[config.mk]
export PLATFORM = sky130hd
export DESIGN_NAME = smbus_status_control
export DESIGN_NICKNAME = d
export VERILOG_FILES = /design/src/core/smbus_status_control.v
export VERILOG_INCLUDE_DIRS = /design/src /design/src/core
export SDC_FILE = /design/constraint.sdc
export NUM_CORES = 1
export LEC_CHECK = 0
export BUFFER_PORTS_ARGS = -buffer_cell sky130_fd_sc_hd__buf_2
export CAP_MARGIN = 20
export CORE_UTILIZATION = 40
export DETAILED_ROUTE_END_ITERATION = 10
export PLACE_DENSITY = 0.65
export SLEW_MARGIN = 10
export SYNTH_ARGS = -nofsm -noshare
export SYNTH_HDL_FRONTEND = slang
export SYNTH_SLANG_ARGS = --single-unit
[constraint.sdc]
create_clock -name sys_clk -period 2.6 [get_ports sys_clk]
set_input_delay 0.52 -clock sys_clk [delete_from_list [all_inputs] [get_ports sys_clk]]
set_output_delay 0.52 -clock sys_clk [all_outputs]
set_load 0.1 [all_outputs]
[src/core/smbus_status_control_map.vh]
// Register map, field positions, reset values and timing counts for the
// SMBus status and control block. Included by bare name; no logic here.
`ifndef SMBUS_STATUS_CONTROL_MAP_VH
`define SMBUS_STATUS_CONTROL_MAP_VH

// Byte addresses on the register bus
`define STATUS_ADDR 16'h1188
`define CONTROL_ADDR 16'h118c
`define IRQ_ENABLE_ADDR 16'h1194
`define IRQ_CLEAR_ADDR 16'h1198

// Status bit positions
`define LOAD_ERROR_BIT 20
`define BAD_BLOCK_BIT 21
`define BLANK_BIT 22
`define ROLLOVER_BIT 23
`define LOAD_FINISHED_BIT 24
`define NO_ACK_BIT 25
`define MISC_FAULT_BIT 27
`define CHECKSUM_FAULT_BIT 28
`define UNMAPPED_BIT 29
`define WAIT_EXPIRED_BIT 31
`define STATUS_W1C_MASK 32'hbbf00000

// Control field positions
`define DIVIDER_LSB 0
`define DIVIDER_MSB 15
`define IO_MODE_BIT 16
`define SKIP_SUM_BIT 17
`define SLAVE_MODE_LSB 18
`define MASTER_MODE_LSB 20
`define TIMEOUT_OFF_BIT 22
`define WAIT_LIMIT_LSB 23
`define CONTROL_RW_MASK 32'h03ffffff
`define CONTROL_RESET 32'h00000053

// Timing: base unit of the divider, filter delays and wait block limits
`define CLK_PERIOD_NS 4
`define DIVIDER_UNIT_NS 32
`define DIVIDER_UNIT_CYCLES (`DIVIDER_UNIT_NS / `CLK_PERIOD_NS)
`define FILTER_SLOW_NS 1000
`define FILTER_FAST_NS 100
`define FILTER_SLOW_CYCLES (`FILTER_SLOW_NS / `CLK_PERIOD_NS)
`define FILTER_FAST_CYCLES (`FILTER_FAST_NS / `CLK_PERIOD_NS)
`define WAIT_1US_NS 1000
`define WAIT_5US_NS 5000
`define WAIT_10MS_NS 10000000
`define WAIT_100MS_NS 100000000
`define WAIT_1US_CYCLES (`WAIT_1US_NS / `CLK_PERIOD_NS)
`define WAIT_5US_CYCLES (`WAIT_5US_NS / `CLK_PERIOD_NS)
`define WAIT_10MS_CYCLES (`WAIT_10MS_NS / `CLK_PERIOD_NS)
`define WAIT_100MS_CYCLES (`WAIT_100MS_NS / `CLK_PERIOD_NS)

// Bus responses
`define RESP_OKAY 2'h0
`define RESP_SLVERR 2'h2

`endif

[src/core/smbus_status_control.v]
// SMBus status flags and control settings with an AXI4-Lite slave.
// Assumes the loader and master bus engine report events as one-cycle
// pulses on sys_clk; bus pins are asynchronous and synchronised here.
//
// The AXI4-Lite interface to the registers is this design's own decision.
`include "smbus_status_control_map.vh"

module smbus_status_control #(
   parameter WAIT_10MS = `WAIT_10MS_CYCLES,
   parameter WAIT_100MS = `WAIT_100MS_CYCLES
) (
   // Clock and reset
   input wire sys_clk,
   input wire rst,
   // AXI4-Lite write
   input wire [15:0] s_axi_awaddr,
   input wire s_axi_awvalid,
   output wire s_axi_awready,
   input wire [31:0] s_axi_wdata,
   input wire [3:0] s_axi_wstrb,
   input wire s_axi_wvalid,
   output wire s_axi_wready,
   output reg [1:0] s_axi_bresp,
   output reg s_axi_bvalid,
   input wire s_axi_bready,
   // AXI4-Lite read
   input wire [15:0] s_axi_araddr,
   input wire s_axi_arvalid,
   output wire s_axi_arready,
   output reg [31:0] s_axi_rdata,
   output reg [1:0] s_axi_rresp,
   output reg s_axi_rvalid,
   input wire s_axi_rready,
   // Loader and master engine events, one-cycle pulses; load_active and wait_block_active are levels
   input wire bad_block_event,
   input wire blank_event,
   input wire rollover_event,
   input wire load_end_event,
   input wire no_ack_event,
   input wire misc_fault_event,
   input wire sum_mismatch_event,
   input wire missing_done_event,
   input wire unmapped_event,
   input wire unknown_error_event,
   input wire load_active,
   input wire wait_block_active,
   // Read-only address fields
   input wire [6:0] slave_address,
   input wire [6:0] master_address,
   // Bus pins, asynchronous
   input wire slave_bus_clock_pin,
   input wire slave_bus_data_pin,
   input wire master_bus_clock_pin,
   input wire master_bus_data_pin,
   // Filtered pins and timing base
   output wire slave_clock_filtered,
   output wire slave_data_filtered,
   output wire master_clock_filtered,
   output wire master_data_filtered,
   output reg master_tick,
   // Control outputs
   output reg load_abort,
   output reg reset_hold,
   output wire skip_sum_check,
   output wire defeatured_io_mode,
   output wire timeout_disable,
   output wire irq
);

   reg [31:0] status;
   reg [31:0] control;
   reg [31:0] irq_enable;
   reg [31:0] next_status;
   reg aw_held;
   reg w_held;
   reg [15:0] aw_addr;
   reg [31:0] w_data;
   reg [3:0] w_strb;
   reg [15:0] div_count;
   reg [2:0] unit_count;
   reg [24:0] wait_count;
   reg [24:0] wait_limit_cycles;
   reg wait_expired;

   // Timing counts cut to the widths of the counters that compare them
   localparam [31:0] UNIT_LAST = `DIVIDER_UNIT_CYCLES - 1;
   localparam [31:0] WAIT_1US = `WAIT_1US_CYCLES;
   localparam [31:0] WAIT_5US = `WAIT_5US_CYCLES;

   wire [15:0] master_clock_divider = control[`DIVIDER_MSB:`DIVIDER_LSB];
   wire [1:0] slave_filter_mode = control[`SLAVE_MODE_LSB+1:`SLAVE_MODE_LSB];
   wire [1:0] master_filter_mode =
      control[`MASTER_MODE_LSB+1:`MASTER_MODE_LSB];
   wire [2:0] wait_block_limit = control[`WAIT_LIMIT_LSB+2:`WAIT_LIMIT_LSB];

   assign skip_sum_check = control[`SKIP_SUM_BIT];
   assign defeatured_io_mode = control[`IO_MODE_BIT];
   assign timeout_disable = control[`TIMEOUT_OFF_BIT];
   assign irq = |(status & irq_enable & `STATUS_W1C_MASK);

   // Write channels are taken in either order; response follows both
   assign s_axi_awready = ~aw_held & ~s_axi_bvalid;
   assign s_axi_wready = ~w_held & ~s_axi_bvalid;
   assign s_axi_arready = ~s_axi_rvalid;

   wire aw_now = aw_held | (s_axi_awvalid & s_axi_awready);
   wire w_now = w_held | (s_axi_wvalid & s_axi_wready);
   wire [15:0] wr_addr = aw_held ? aw_addr : s_axi_awaddr;
   wire [31:0] wr_data = w_held ? w_data : s_axi_wdata;
   wire [3:0] wr_strb = w_held ? w_strb : s_axi_wstrb;
   wire wr_fire = aw_now & w_now & ~s_axi_bvalid;
   wire [31:0] wr_mask = {{8{wr_strb[3]}}, {8{wr_strb[2]}},
                          {8{wr_strb[1]}}, {8{wr_strb[0]}}};
   wire wr_status = wr_fire & (wr_addr == `STATUS_ADDR);
   wire wr_clear = wr_fire & (wr_addr == `IRQ_CLEAR_ADDR);
   wire [31:0] clear_bits = (wr_status | wr_clear) ?
      (wr_data & wr_mask & `STATUS_W1C_MASK) : 32'h00000000;

   // Checksum fault: a bad sum is ignored when skipping, a missing
   // done block is still a fault
   wire sum_fault = (sum_mismatch_event & ~skip_sum_check)
                    | missing_done_event;
   // Error events abort the load and set the general error flag
   wire load_error = bad_block_event | rollover_event | no_ack_event
                     | misc_fault_event | sum_fault | wait_expired
                     | unknown_error_event;

   always @* begin
      next_status = status & ~clear_bits;
      // Sets are applied after the clear, so a set wins
      if (bad_block_event) next_status[`BAD_BLOCK_BIT] = 1'b1;
      if (blank_event) next_status[`BLANK_BIT] = 1'b1;
      if (rollover_event) next_status[`ROLLOVER_BIT] = 1'b1;
      if (load_end_event | load_error)
         next_status[`LOAD_FINISHED_BIT] = 1'b1;
      if (no_ack_event) next_status[`NO_ACK_BIT] = 1'b1;
      if (misc_fault_event) next_status[`MISC_FAULT_BIT] = 1'b1;
      if (sum_fault) next_status[`CHECKSUM_FAULT_BIT] = 1'b1;
      if (unmapped_event) next_status[`UNMAPPED_BIT] = 1'b1;
      if (wait_expired) next_status[`WAIT_EXPIRED_BIT] = 1'b1;
      if (load_error) next_status[`LOAD_ERROR_BIT] = 1'b1;
   end

   // Register state; the only reset is fundamental, so flags survive
   // any soft reset handled elsewhere
   always @(posedge sys_clk) begin
      if (rst) begin
         status <= 32'h00000000;
         control <= `CONTROL_RESET;
         irq_enable <= 32'h00000000;
         load_abort <= 1'b0;
         reset_hold <= 1'b0;
      end else begin
         status <= next_status;
         if (load_error) begin
            load_abort <= 1'b1;
            reset_hold <= 1'b1;
         end else begin
            load_abort <= 1'b0;
         end
         if (wr_fire & (wr_addr == `CONTROL_ADDR))
            control <= (control & ~(wr_mask & `CONTROL_RW_MASK))
                       | (wr_data & wr_mask & `CONTROL_RW_MASK);
         if (wr_fire & (wr_addr == `IRQ_ENABLE_ADDR))
            irq_enable <= (irq_enable & ~wr_mask)
                          | (wr_data & wr_mask & `STATUS_W1C_MASK);
      end
   end

   // AXI4-Lite write handshake
   always @(posedge sys_clk) begin
      if (rst) begin
         aw_held <= 1'b0;
         w_held <= 1'b0;
         aw_addr <= 16'h0000;
         w_data <= 32'h00000000;
         w_strb <= 4'h0;
         s_axi_bvalid <= 1'b0;
         s_axi_bresp <= `RESP_OKAY;
      end else begin
         if (wr_fire) begin
            aw_held <= 1'b0;
            w_held <= 1'b0;
            s_axi_bvalid <= 1'b1;
            if ((wr_addr == `STATUS_ADDR) | (wr_addr == `CONTROL_ADDR) |
                (wr_addr == `IRQ_ENABLE_ADDR) |
                (wr_addr == `IRQ_CLEAR_ADDR))
               s_axi_bresp <= `RESP_OKAY;
            else
               s_axi_bresp <= `RESP_SLVERR;
         end else begin
            if (s_axi_awvalid & s_axi_awready) begin
               aw_held <= 1'b1;
               aw_addr <= s_axi_awaddr;
            end
            if (s_axi_wvalid & s_axi_wready) begin
               w_held <= 1'b1;
               w_data <= s_axi_wdata;
               w_strb <= s_axi_wstrb;
            end
            if (s_axi_bvalid & s_axi_bready)
               s_axi_bvalid <= 1'b0;
         end
      end
   end

   // AXI4-Lite read
   always @(posedge sys_clk) begin
      if (rst) begin
         s_axi_rvalid <= 1'b0;
         s_axi_rdata <= 32'h00000000;
         s_axi_rresp <= `RESP_OKAY;
      end else if (s_axi_arvalid & s_axi_arready) begin
         s_axi_rvalid <= 1'b1;
         s_axi_rresp <= `RESP_OKAY;
         case (s_axi_araddr)
            `STATUS_ADDR: s_axi_rdata <= (status & `STATUS_W1C_MASK)
               | {16'h0000, master_address, 1'b0, slave_address, 1'b0};
            `CONTROL_ADDR: s_axi_rdata <= control;
            `IRQ_ENABLE_ADDR: s_axi_rdata <= irq_enable;
            `IRQ_CLEAR_ADDR: s_axi_rdata <= 32'h00000000;
            default: begin
               s_axi_rdata <= 32'h00000000;
               s_axi_rresp <= `RESP_SLVERR;
            end
         endcase
      end else if (s_axi_rvalid & s_axi_rready) begin
         s_axi_rvalid <= 1'b0;
      end
   end

   // Master timing base: one tick per divider units of 32 ns, no tick for a divider below 2
   always @(posedge sys_clk) begin
      if (rst) begin
         unit_count <= 3'h0;
         div_count <= 16'h0000;
         master_tick <= 1'b0;
      end else if (master_clock_divider < 16'h0002) begin
         unit_count <= 3'h0;
         div_count <= 16'h0000;
         master_tick <= 1'b0;
      end else begin
         master_tick <= 1'b0;
         if (unit_count == UNIT_LAST[2:0]) begin
            unit_count <= 3'h0;
            if (div_count >= master_clock_divider - 16'h0001) begin
               div_count <= 16'h0000;
               master_tick <= 1'b1;
            end else begin
               div_count <= div_count + 16'h0001;
            end
         end else begin
            unit_count <= unit_count + 3'h1;
         end
      end
   end

   // Wait block timeout
   always @* begin
      case (wait_block_limit)
         3'h1: wait_limit_cycles = WAIT_1US[24:0];
         3'h2: wait_limit_cycles = WAIT_5US[24:0];
         3'h3: wait_limit_cycles = WAIT_10MS[24:0];
         3'h4: wait_limit_cycles = WAIT_100MS[24:0];
         default: wait_limit_cycles = 25'h0000000;
      endcase
   end

   always @(posedge sys_clk) begin
      if (rst) begin
         wait_count <= 25'h0000000;
         wait_expired <= 1'b0;
      end else begin
         wait_expired <= 1'b0;
         if (~wait_block_active | ~load_active) begin
            wait_count <= 25'h0000000;
         end else if (wait_limit_cycles != 25'h0000000) begin
            if (wait_count == wait_limit_cycles - 25'h0000001)
               wait_expired <= 1'b1;
            if (wait_count != wait_limit_cycles)
               wait_count <= wait_count + 25'h0000001;
         end
      end
   end

   // Pin glitch filters
   glitch_filter slave_clock_filter (
      .sys_clk(sys_clk), .rst(rst), .mode(slave_filter_mode),
      .pin(slave_bus_clock_pin), .filtered(slave_clock_filtered)
   );
   glitch_filter slave_data_filter (
      .sys_clk(sys_clk), .rst(rst), .mode(slave_filter_mode),
      .pin(slave_bus_data_pin), .filtered(slave_data_filtered)
   );
   glitch_filter master_clock_filter (
      .sys_clk(sys_clk), .rst(rst), .mode(master_filter_mode),
      .pin(master_bus_clock_pin), .filtered(master_clock_filtered)
   );
   glitch_filter master_data_filter (
      .sys_clk(sys_clk), .rst(rst), .mode(master_filter_mode),
      .pin(master_bus_data_pin), .filtered(master_data_filtered)
   );

endmodule

// Synchroniser plus glitch counter: output follows the pin once it has
// been stable for the selected number of cycles
module glitch_filter (
   // Clock and reset
   input wire sys_clk,
   input wire rst,
   // Delay select and pin
   input wire [1:0] mode,
   input wire pin,
   output reg filtered
);

   reg sync_a;
   reg sync_b;
   reg [7:0] count;
   reg [7:0] limit;

   // Filter lengths in cycles, cut to the counter width
   localparam [31:0] SLOW_LIMIT = `FILTER_SLOW_CYCLES;
   localparam [31:0] FAST_LIMIT = `FILTER_FAST_CYCLES;

   always @* begin
      case (mode)
         2'h0: limit = SLOW_LIMIT[7:0];
         2'h1: limit = FAST_LIMIT[7:0];
         default: limit = 8'h00; // reserved treated as no filter
      endcase
   end

   always @(posedge sys_clk) begin
      if (rst) begin
         sync_a <= 1'b1;
         sync_b <= 1'b1;
         count <= 8'h00;
         filtered <= 1'b1;
      end else begin
         sync_a <= pin;
         sync_b <= sync_a;
         if (sync_b == filtered) begin
            count <= 8'h00;
         end else if (count >= limit) begin
            filtered <= sync_b;
            count <= 8'h00;
         end else begin
            count <= count + 8'h01;
         end
      end
   end

endmodule

==> results of run 1 <==
layer usage:
metal  vias to the layer above  part of all wire, %  wire length (um)  GRT usage (%)
met5                         -                0.042                13              0
met1                      4912                   48             15100           27.6
met4                         2                  2.2               676           4.93
met2                       213                   45             14000           32.0
li1                       5258                    -                 -              -
met3                        43                  4.7              1460           3.40
worst register-to-register path: cells and delay by family (launching register included):
family	cells	cell delay, ns
simple gates	4	0.91
xor+xnor	1	0.13
buf+inv	2	0.30
compound gates	4	0.72
fa+ha+maj	1	0.31
flops	1	0.31
cells in the final DEF, fill, tap and decap left out, types with 27 or more instances in the layout:
master     synthesis  routed
inv_1             37      37
nand3_1           39      39
buf_4              5      76
a21oi_1           97      95
nor3_1            43      41
o21ai_0           30      28
a211oi_1          27      27
dfxtp_1          248     245
ha_1              53      53
and2_1            29      29
nor2_1           190     183
buf_2             10     151
clkbuf_16          0      29
nand2_1          124     122
mux2i_1           50      50
xnor2_1           29      29
xor2_1            45      45
worst paths after layout:
path,startpoint,end,slack (ns),depth (start not counted)
worst max-delay path,register,div_count[15],-0.14,12
worst min-delay path,master_bus_clock_pin,master_clock_filter.sync_a,0.16,2
worst max register to register,register,div_count[15],-0.14,12
worst min register to register,master_data_filter.sync_a,master_data_filter.sync_b,0.41,1
metrics by stage:
step / setup slack, ns / hold slack (ns)
after floorplan: -0.0164 / 0.389
after global placement: -0.268 / 0.394
after detailed placement: -0.339 / 0.397
after CTS: -0.0858 / 0.143
after global routing: -0.278 / 0.153
final: -0.139 / 0.164
logic make-up after synthesis:
logic type                 share of synthesized area (%)
DFF                                                 41.1
adders and majority gates                           5.57
xor gates and xnor gates                            5.36
buffers and inverters                               4.40
other                                             0.0310
AOI/OAI and AO/OA                                   14.7
muxes                                               6.37
and+or+nand+nor                                     22.5
cell type report:
| class | count | area, um2 |
|---|---|---|
| Antenna cell | 1 | 2.50 |
| Clock buffer | 40 | 857 |
| Clock inverter | 11 | 140 |
| Fill cell | 2827 | 14900 |
| Inverter | 37 | 139 |
| Multi-Input combinational cell | 1024 | 6740 |
| Sequential cell | 248 | 4970 |
| Tap cell | 390 | 488 |
| Timing Repair Buffer | 234 | 1470 |
power groups by stage:
stage / Combinational (mW) / Sequential, mW / Clock [mW]
2_1_floorplan: 0.451 / 4.32 / 0
3_3_place_gp: 0.979 / 4.06 / 0
3_5_place_dp: 0.987 / 4.06 / 0
4_1_cts: 0.995 / 3.98 / 4.26
5_1_grt: 1.06 / 3.99 / 4.41
6_report: 0.994 / 3.98 / 4.17
what timing repair did:
item                                    in CTS  in global routing
buffers inserted                             3                  1
resized for setup                            7                 12
pin swaps                                    7                  7
endpoints found under the setup margin      17                 42
==> impl_metrics.tcl, run 1 <==
set metrics [dict create \
    grt-ovfl-total 0 \
    route.detailed.drc 0 \
    dieArea_um2 30900 \
    max_clock_freq_ghz 0.365 \
    design_area_um2 14800 \
    cpLargestDelayFamily "simple AND/OR/NAND/NOR gates" \
    die_w_um 176 \
    grt_first_pass_wirelength_um 50500 \
    comb_power_share_pct 10.9 \
    powerDensity_nw_per_um2 618 \
    netlist_top_cells_count "dfxtp_1, nor2_1, nand2_1" \
    gp_congestion 0.882 \
    cp_data_required_time_ns 3.07 \
    rows 63 \
    synth_flop_cell "dfxtp_1" \
    synth_edf_count 0 \
    clk_pin_slew_ns 0.06 \
    fin_tns_setup_ns -2.06 \
    failed_checks "negative setup slack" \
    critical_path_peak_fanout 16 \
    slowest_delay_ns 0.56 \
    criticalPathCategory "register to register" \
    hold_viol_final 0 \
    final_nets 1732 \
    place_area_um2 13700 \
    dp_cells 1930 \
    arrival_ns 3.21 \
    clockBufferDepth 3 \
    portBuffers 152 \
    insertion_delay_ns 0.54 \
    yosysTopAreaCell "dfxtp_1" \
    cts-root-buf "clkbuf_16" \
    routed_wl_um 31300 \
    power.static_leakage_nw 6.11 \
    tightest_slew_ns 0.717 \
    ys_seq_area_share_pct 41.1 \
    max_cap_violations 0 \
    p_total_mw 9.14 \
    layout-drive-gt1-share_pct 23.7 \
    grt_max_degree 101 \
    hpwl_um 23000 \
    fin_ws_ns -0.139 \
    crit_path_end_kind "register" \
    rsz0062_at_grt "true" \
    synth_cell_types 76 \
    vias 10400 \
    hold_path.class "input pin to register" \
    peakVddDrop_mv 0.487 \
    crit_chain "or4_4 > nor2_4 > nand2_4 > buf_4 > xor2_1 > ha_1 > a211o_1 > a41oi_2 > o21a_1 > o21ai_4 > buf_12 > nor2_2" \
    fin_crit_sh_pct 105 \
    stdcell_count 1985 \
    fin_skew_ns 0.00997 \
    yosysWarnings 0 \
    clock_power_share_pct 45.6 \
    seqPwrFrac_pct 43.5 \
    power.switching_mw 2.37 \
    coreArea_um2 29700 \
    ant_nets 0 \
    status "finished, violations left" \
    start_util_pct 40.7 \
    htreeDepth 1 \
    p_sw_share_pct 25.9 \
    area_growth_pct 22.4 \
    internal-power_mw 6.77 \
    post_drt_wl_per_cell_um 15.8 \
    drt_iter0_drc 511 \
    avgSynthCellArea_um2 8.69 \
    boundaryPins 157 \
    track_usage_pct 19.9 \
    synth_cells 1392 \
    cts_tree "done" \
    cts_buffers 29 \
    async_reset_ff_share_pct 0 \
    die_y_um 176 \
    drt_first_pass_iters 5 \
    critPathBufInv 2 \
    cts_sinks 248 \
    hold_buffers 0 \
    antenna_found_initial 3 \
    ys_seq_elements 248 \
    post-route-util_pct 49.8 \
    syn-cell-area_um2 12100 \
    yosysMostFrequentCell "dfxtp_1" \
    slew_headroom_pct 52.2 \
    via_per_inst 5.25 \
    netlist.area_leader.share_pct 41.1 \
    grt_pass1_vias 9795 \
    startpoint_type "register" \
    final.min_clock_period_ns 2.74 \
    finalSetupViolCount 16 \
    synth_area_leaders "dfxtp_1, nor2_1, ha_1, mux2i_1, a21oi_1" \
    slew_violations 0 \
    cpMaxStageDelayCell "or4_4" \
]
Power figures use the tool's default switching activity.
==> run 2: changes to the inputs <==
==> constraint.sdc (replaced) <==
create_clock -name sys_clk -period 2.6 [get_ports sys_clk]
set_input_delay 0.52 -clock sys_clk [delete_from_list [all_inputs] [get_ports sys_clk]]
set_output_delay 0.52 -clock sys_clk [all_outputs]
set_load 0.05 [all_outputs]
==> run 2 against run 1 <==
Highest routed layer is now met4. Sequential share of layout area is essentially flat. Register-to-register slack better by 0.02 ns. Via count shrank 0.43%. Clock skew increased by 0.015 ns. Total power fell by 1.0%. Sequential power about the same. The run still ends with negative setup slack left.
==> impl_metrics.tcl, run 2 (synthesis results as in run 1) <==
set metrics [dict create \
    gp_congestion 0.887 \
    hpwl_um 23000 \
    arrival_ns 3.19 \
    startpoint_type "register" \
    ff2ff_path_depth 11 \
    power.static_leakage_nw 6.09 \
    fin_crit_sh_pct 105 \
    layout_common_cells "dfxtp_1, nor2_1, buf_2" \
    cp_data_required_time_ns 3.07 \
    cts-root-buf "clkbuf_16" \
    r2r_setup_slack_ns -0.12 \
    via_per_inst 5.23 \
    fin_skew_ns 0.0252 \
    die_w_um 176 \
    max_cap_violations 0 \
    layout-drive-gt1-share_pct 23.4 \
    slew_headroom_pct 46.2 \
    failed_checks "negative setup slack" \
    die_y_um 176 \
    slowest_delay_ns 0.55 \
    finalSetupViolCount 17 \
    rsz0062_at_grt "true" \
    track_usage_pct 20.1 \
    grt_first_pass_wirelength_um 50700 \
    hold_end "master_data_filter.sync_a" \
    tightest_slew_ns 0.807 \
    ant_nets 0 \
    critical_path_peak_fanout 8 \
    dieArea_um2 30900 \
    drt_first_pass_iters 5 \
    vias 10400 \
    peakVddDrop_mv 0.465 \
    fillers 2836 \
    grt-ovfl-total 0 \
    coreArea_um2 29700 \
    cts_sinks 248 \
    route.detailed.drc 0 \
    hold_buffers 0 \
    status "finished, violations left" \
    boundaryPins 157 \
    clk_pin_slew_ns 0.06 \
    grt_max_degree 64 \
    hold_viol_final 0 \
    hold_depth 2 \
    max_clock_freq_ghz 0.368 \
    final_nets 1730 \
    pre_cts_slack_ns -0.310 \
    portBuffers 152 \
    post_drt_wl_per_cell_um 15.9 \
    reg2reg_to "div_count[14]" \
    fin_ws_ns -0.118 \
    crit_chain "or4_4 > nor2_4 > nand2_4 > buf_4 > xor2_1 > ha_1 > a211o_1 > a41oi_2 > o21a_2 > o21ai_4 > nor2_1" \
    drt_iter0_drc 661 \
    routed_wl_um 31600 \
    crit_path_end_kind "register" \
    area_growth_pct 22.3 \
    p_total_mw 9.05 \
    layout.cells.most_common "dfxtp_1" \
    cpMaxStageDelayCell "or4_4" \
    insertion_delay_ns 0.55 \
    powerDensity_nw_per_um2 612 \
    criticalPathCategory "register to register" \
    htreeDepth 1 \
    hold_path.class "input pin to register" \
    slew_violations 0 \
    cts_tree "done" \
    hp-start "master_bus_data_pin" \
    start_util_pct 40.7 \
    antenna_found_initial 1 \
    cts_buffers 29 \
    clockBufferDepth 3 \
    final.min_clock_period_ns 2.72 \
    rows 63 \
    grt_pass1_vias 9700 \
]
==> run 2: cell count changes in the layout (fill, tap and decap cells not counted), sizes merged <==
| cell | before | now |
|---|---|---|
| o21ai | 35 | 36 |
| buf | 234 | 231 |
| clkinv | 7 | 6 |
| bufinv | 3 | 5 |
| inv | 37 | 39 |
| clkbuf | 40 | 38 |
==> run 2: layout make-up <==
class / count / area (um2) / area share, %
diodes: 1 / 2.50 / 0.0169
well taps: 390 / 488 / 3.30
repair buffers: 231 / 1420 / 9.62
flip-flops and latches: 248 / 4970 / 33.6
multi-input cells: 1025 / 6760 / 45.7
inverters: 37 / 139 / 0.939
clock inverters: 14 / 209 / 1.41
clock buffers: 38 / 800 / 5.41
==> run 2: worst max path at each step <==
| stage | endpoint | slack, ns |
|---|---|---|
| floorplan | div_count[9] | -0.002 |
| global placement | div_count[0] | -0.26 |
| detailed placement | div_count[2] | -0.31 |
| CTS | div_count[14] | -0.08 |
| global route | div_count[14] | -0.24 |
| finish | div_count[14] | -0.12 |
==> run 2: stage by stage <==
stage	util [%]	cell area (um2)	hold slack, ns	instances	setup TNS (ns)
after floorplan	-	12100	0.389	1393	-0.0166
after global placement	46.0	13700	0.394	1929	-3.88
after detailed placement	46.0	13700	0.396	1929	-4.49
after CTS	49.6	14700	0.138	1983	-0.580
after global routing	49.8	14800	0.157	1984	-3.67
final	49.8	14800	0.157	1984	-1.51
==> run 2: what timing repair did <==
action                     CTS  global route
pin swaps                   12             8
setup endpoints to repair   17            51
buffers inserted             1             0
gates resized for setup     10            11
gates cloned                 1             0
==> run 2: power breakdown <==
| part | total [mW] | leakage [nW] | switching (mW) | internal [mW] |
|---|---|---|---|---|
| Clock | 4.25 | 0.496 | 1.60 | 2.65 |
| Combinational | 0.818 | 3.58 | 0.529 | 0.288 |
| Sequential | 3.98 | 2.02 | 0.0761 | 3.91 |
| Total | 9.05 | 6.09 | 2.21 | 6.85 |
==> run 2: worst max-delay path, delay by kind of cell (launching register included) <==
family                     cells  cell delay (ns)
adders and majority gates      1             0.30
AOI/OAI and AO/OA              4             0.85
DFF                            1             0.32
and+or+nand+nor                4             0.92
xor gates and xnor gates       1             0.14
buffers and inverters          1             0.14
==> run 2: routing by layer <==
| layer | vias to the layer above | share of wire, % | GRT usage, % | wire length, um |
|---|---|---|---|---|
| met3 | 49 | 4.8 | 2.90 | 1510 |
| met2 | 251 | 46 | 32.5 | 14400 |
| met5 | - | 0 | 0 | 0 |
| met4 | 0 | 2.6 | 5.91 | 832 |
| met1 | 4834 | 47 | 27.7 | 14900 |
| li1 | 5249 | - | - | - |
==> run 3: changes to the inputs <==
--- a/config.mk
+++ b/config.mk
@@ -11,6 +11,7 @@
 export CORE_UTILIZATION = 40
 export DETAILED_ROUTE_END_ITERATION = 10
 export PLACE_DENSITY = 0.65
+export RECOVER_POWER = 100
 export SLEW_MARGIN = 10
 export SYNTH_ARGS = -nofsm -noshare
 export SYNTH_HDL_FRONTEND = slang
==> run 3 against run 2 <==
The run still ends with negative setup slack left. Critical endpoint unchanged. Critical path depth is the same. Total power down 0.21%. First-iteration DRC count up 3.6%. Routed wire length is 0.36% higher. Non-clock buffer count did not move. Register-to-register slack barely moved. Clock power about the same. Utilization is 0.65 points lower. Highest routed layer unchanged. Critical path type unchanged. Clock skew decreased by 0.00093 ns.
==> impl_metrics.tcl, run 3 (synthesis results as in run 1) <==
set metrics [dict create \
    dieArea_um2 30900 \
    slowest_delay_ns 0.55 \
    crit_chain "or4_4 > nor2_4 > nand2_4 > buf_4 > xor2_1 > ha_1 > a211o_1 > a41oi_2 > o21a_2 > o21ai_4 > nor2_1" \
    multi_input_area_um2 6720 \
    failed_checks "negative setup slack" \
    route.detailed.drc 0 \
    peakVddDrop_mv 0.463 \
    final.min_clock_period_ns 2.72 \
    layout-drive-gt1-share_pct 19.1 \
    grt_first_pass_wirelength_um 50700 \
    coreArea_um2 29700 \
    area_growth_pct 20.7 \
    p_total_mw 9.03 \
    cpLargestDelayFamily "simple AND/OR/NAND/NOR gates" \
    max_cap_violations 0 \
    layout_common_cells "dfxtp_1, nor2_1, nand2_1" \
    critical_path_peak_fanout 8 \
    place_area_um2 13700 \
    via_per_inst 5.23 \
    post-route-util_pct 49.1 \
    clk_pin_slew_ns 0.06 \
    grt_max_degree 64 \
    drt-met1-wl_um 15000 \
    startpoint_type "register" \
    hold_buffers 0 \
    portBuffers 152 \
    critPathBufInv 1 \
    slew_headroom_pct 9.55 \
    htreeDepth 1 \
    gp_congestion 0.887 \
    slew_violations 0 \
    finalSetupViolCount 18 \
    hold_viol_final 0 \
    clockBufferDepth 3 \
    fin_tns_setup_ns -1.59 \
    crit_path_end_kind "register" \
    cp_data_required_time_ns 3.07 \
    cts_tree "done" \
    topRoutingLayerUsed "met4" \
    cts_sinks 248 \
    post_drt_wl_per_cell_um 16.0 \
    design_area_um2 14600 \
    grt_pass1_vias 9700 \
    status "finished, violations left" \
    antenna_found_initial 1 \
    start_util_pct 40.7 \
    register_area_um2 4970 \
    boundaryPins 157 \
    track_usage_pct 20.1 \
    cpMaxStageDelayCell "or4_4" \
    fillers 2882 \
    power.static_leakage_nw 5.83 \
    final_nets 1730 \
    rsz0062_at_grt "true" \
    drt_iter0_drc 685 \
    powerDensity_nw_per_um2 619 \
    fin_skew_ns 0.0243 \
    insertion_delay_ns 0.55 \
    hpwl_um 23000 \
    tightest_slew_ns 1.36 \
    fin_ws_ns -0.117 \
    cts_buffers 29 \
    die_y_um 176 \
    arrival_ns 3.19 \
    routed_wl_um 31700 \
    hold_path.class "input pin to register" \
    r2r_setup_slack_ns -0.12 \
    criticalPathCategory "register to register" \
    ant_nets 0 \
    cts-root-buf "clkbuf_16" \
    met2WireLength_um 14400 \
    drt_first_pass_iters 5 \
    max_clock_freq_ghz 0.368 \
    wl_met3_um 1530 \
    rows 63 \
    pre_cts_slack_ns -0.310 \
    fin_crit_sh_pct 104 \
    vias 10400 \
    die_w_um 176 \
    grt-ovfl-total 0 \
    layout.cells.most_common "dfxtp_1" \
]
## run 3: cell count changes in the layout (fill, tap and decap cells not counted), moves of 6 or more
cell	change
and2_1	-17
clkbuf_1	+58
buf_2	-48
and2_0	+19
clkbuf_2	+6
buf_4	-15
## run 3: per-stage QoR
step                instances  hold WS (ns)
finish                   1985         0.158
global route             1984         0.157
CTS                      1983         0.138
detailed placement       1929         0.396
global placement         1929         0.394
floorplan                1393         0.389
## run 3: path summary, 6_finish.rpt
kind,start,endpoint,cells after the start
max,register,div_count[14],11
min,master_bus_data_pin,master_data_filter.sync_a,2
max reg2reg,register,div_count[14],11
min reg2reg,master_clock_filter.sync_a,master_clock_filter.sync_b,1
## run 3: report_power, final
part / internal (mW) / total [mW] / switching, mW
sequential: 3.91 / 3.98 / 0.0780
clock: 2.65 / 4.25 / 1.60
combinational: 0.270 / 0.797 / 0.527
## run 3: routing by layer
metal / vias to the layer above / GRT usage (%)
met5: - / 0
met4: 0 / 5.91
met3: 48 / 2.90
met2: 259 / 32.5
met1: 4832 / 27.7
li1: 5248 / -
## run 3: worst reg2reg max path, delay by kind of cell, from the launching register on
kind	cells	cell delay, ns
buf+inv	1	0.14
xor+xnor	1	0.14
compound gates	4	0.85
simple gates	4	0.92
flops	1	0.31
fa+ha+maj	1	0.30
## run 3: cell type report
class | count | share of cell area (%)
multi-input combinational | 1025 | 46.0
clock buffer | 38 | 5.48
inverter | 37 | 0.952
antenna | 2 | 0.0343
sequential | 248 | 34.0
tap | 390 | 3.34
clock inverter | 14 | 1.43
timing repair buffer | 231 | 8.69
## run 3: what timing repair did
item | CTS | global route
gates resized for setup | 10 | 11
cloned | 1 | 0
pin swaps | 12 | 8
setup buffers | 1 | 0
setup endpoints to repair | 17 | 51
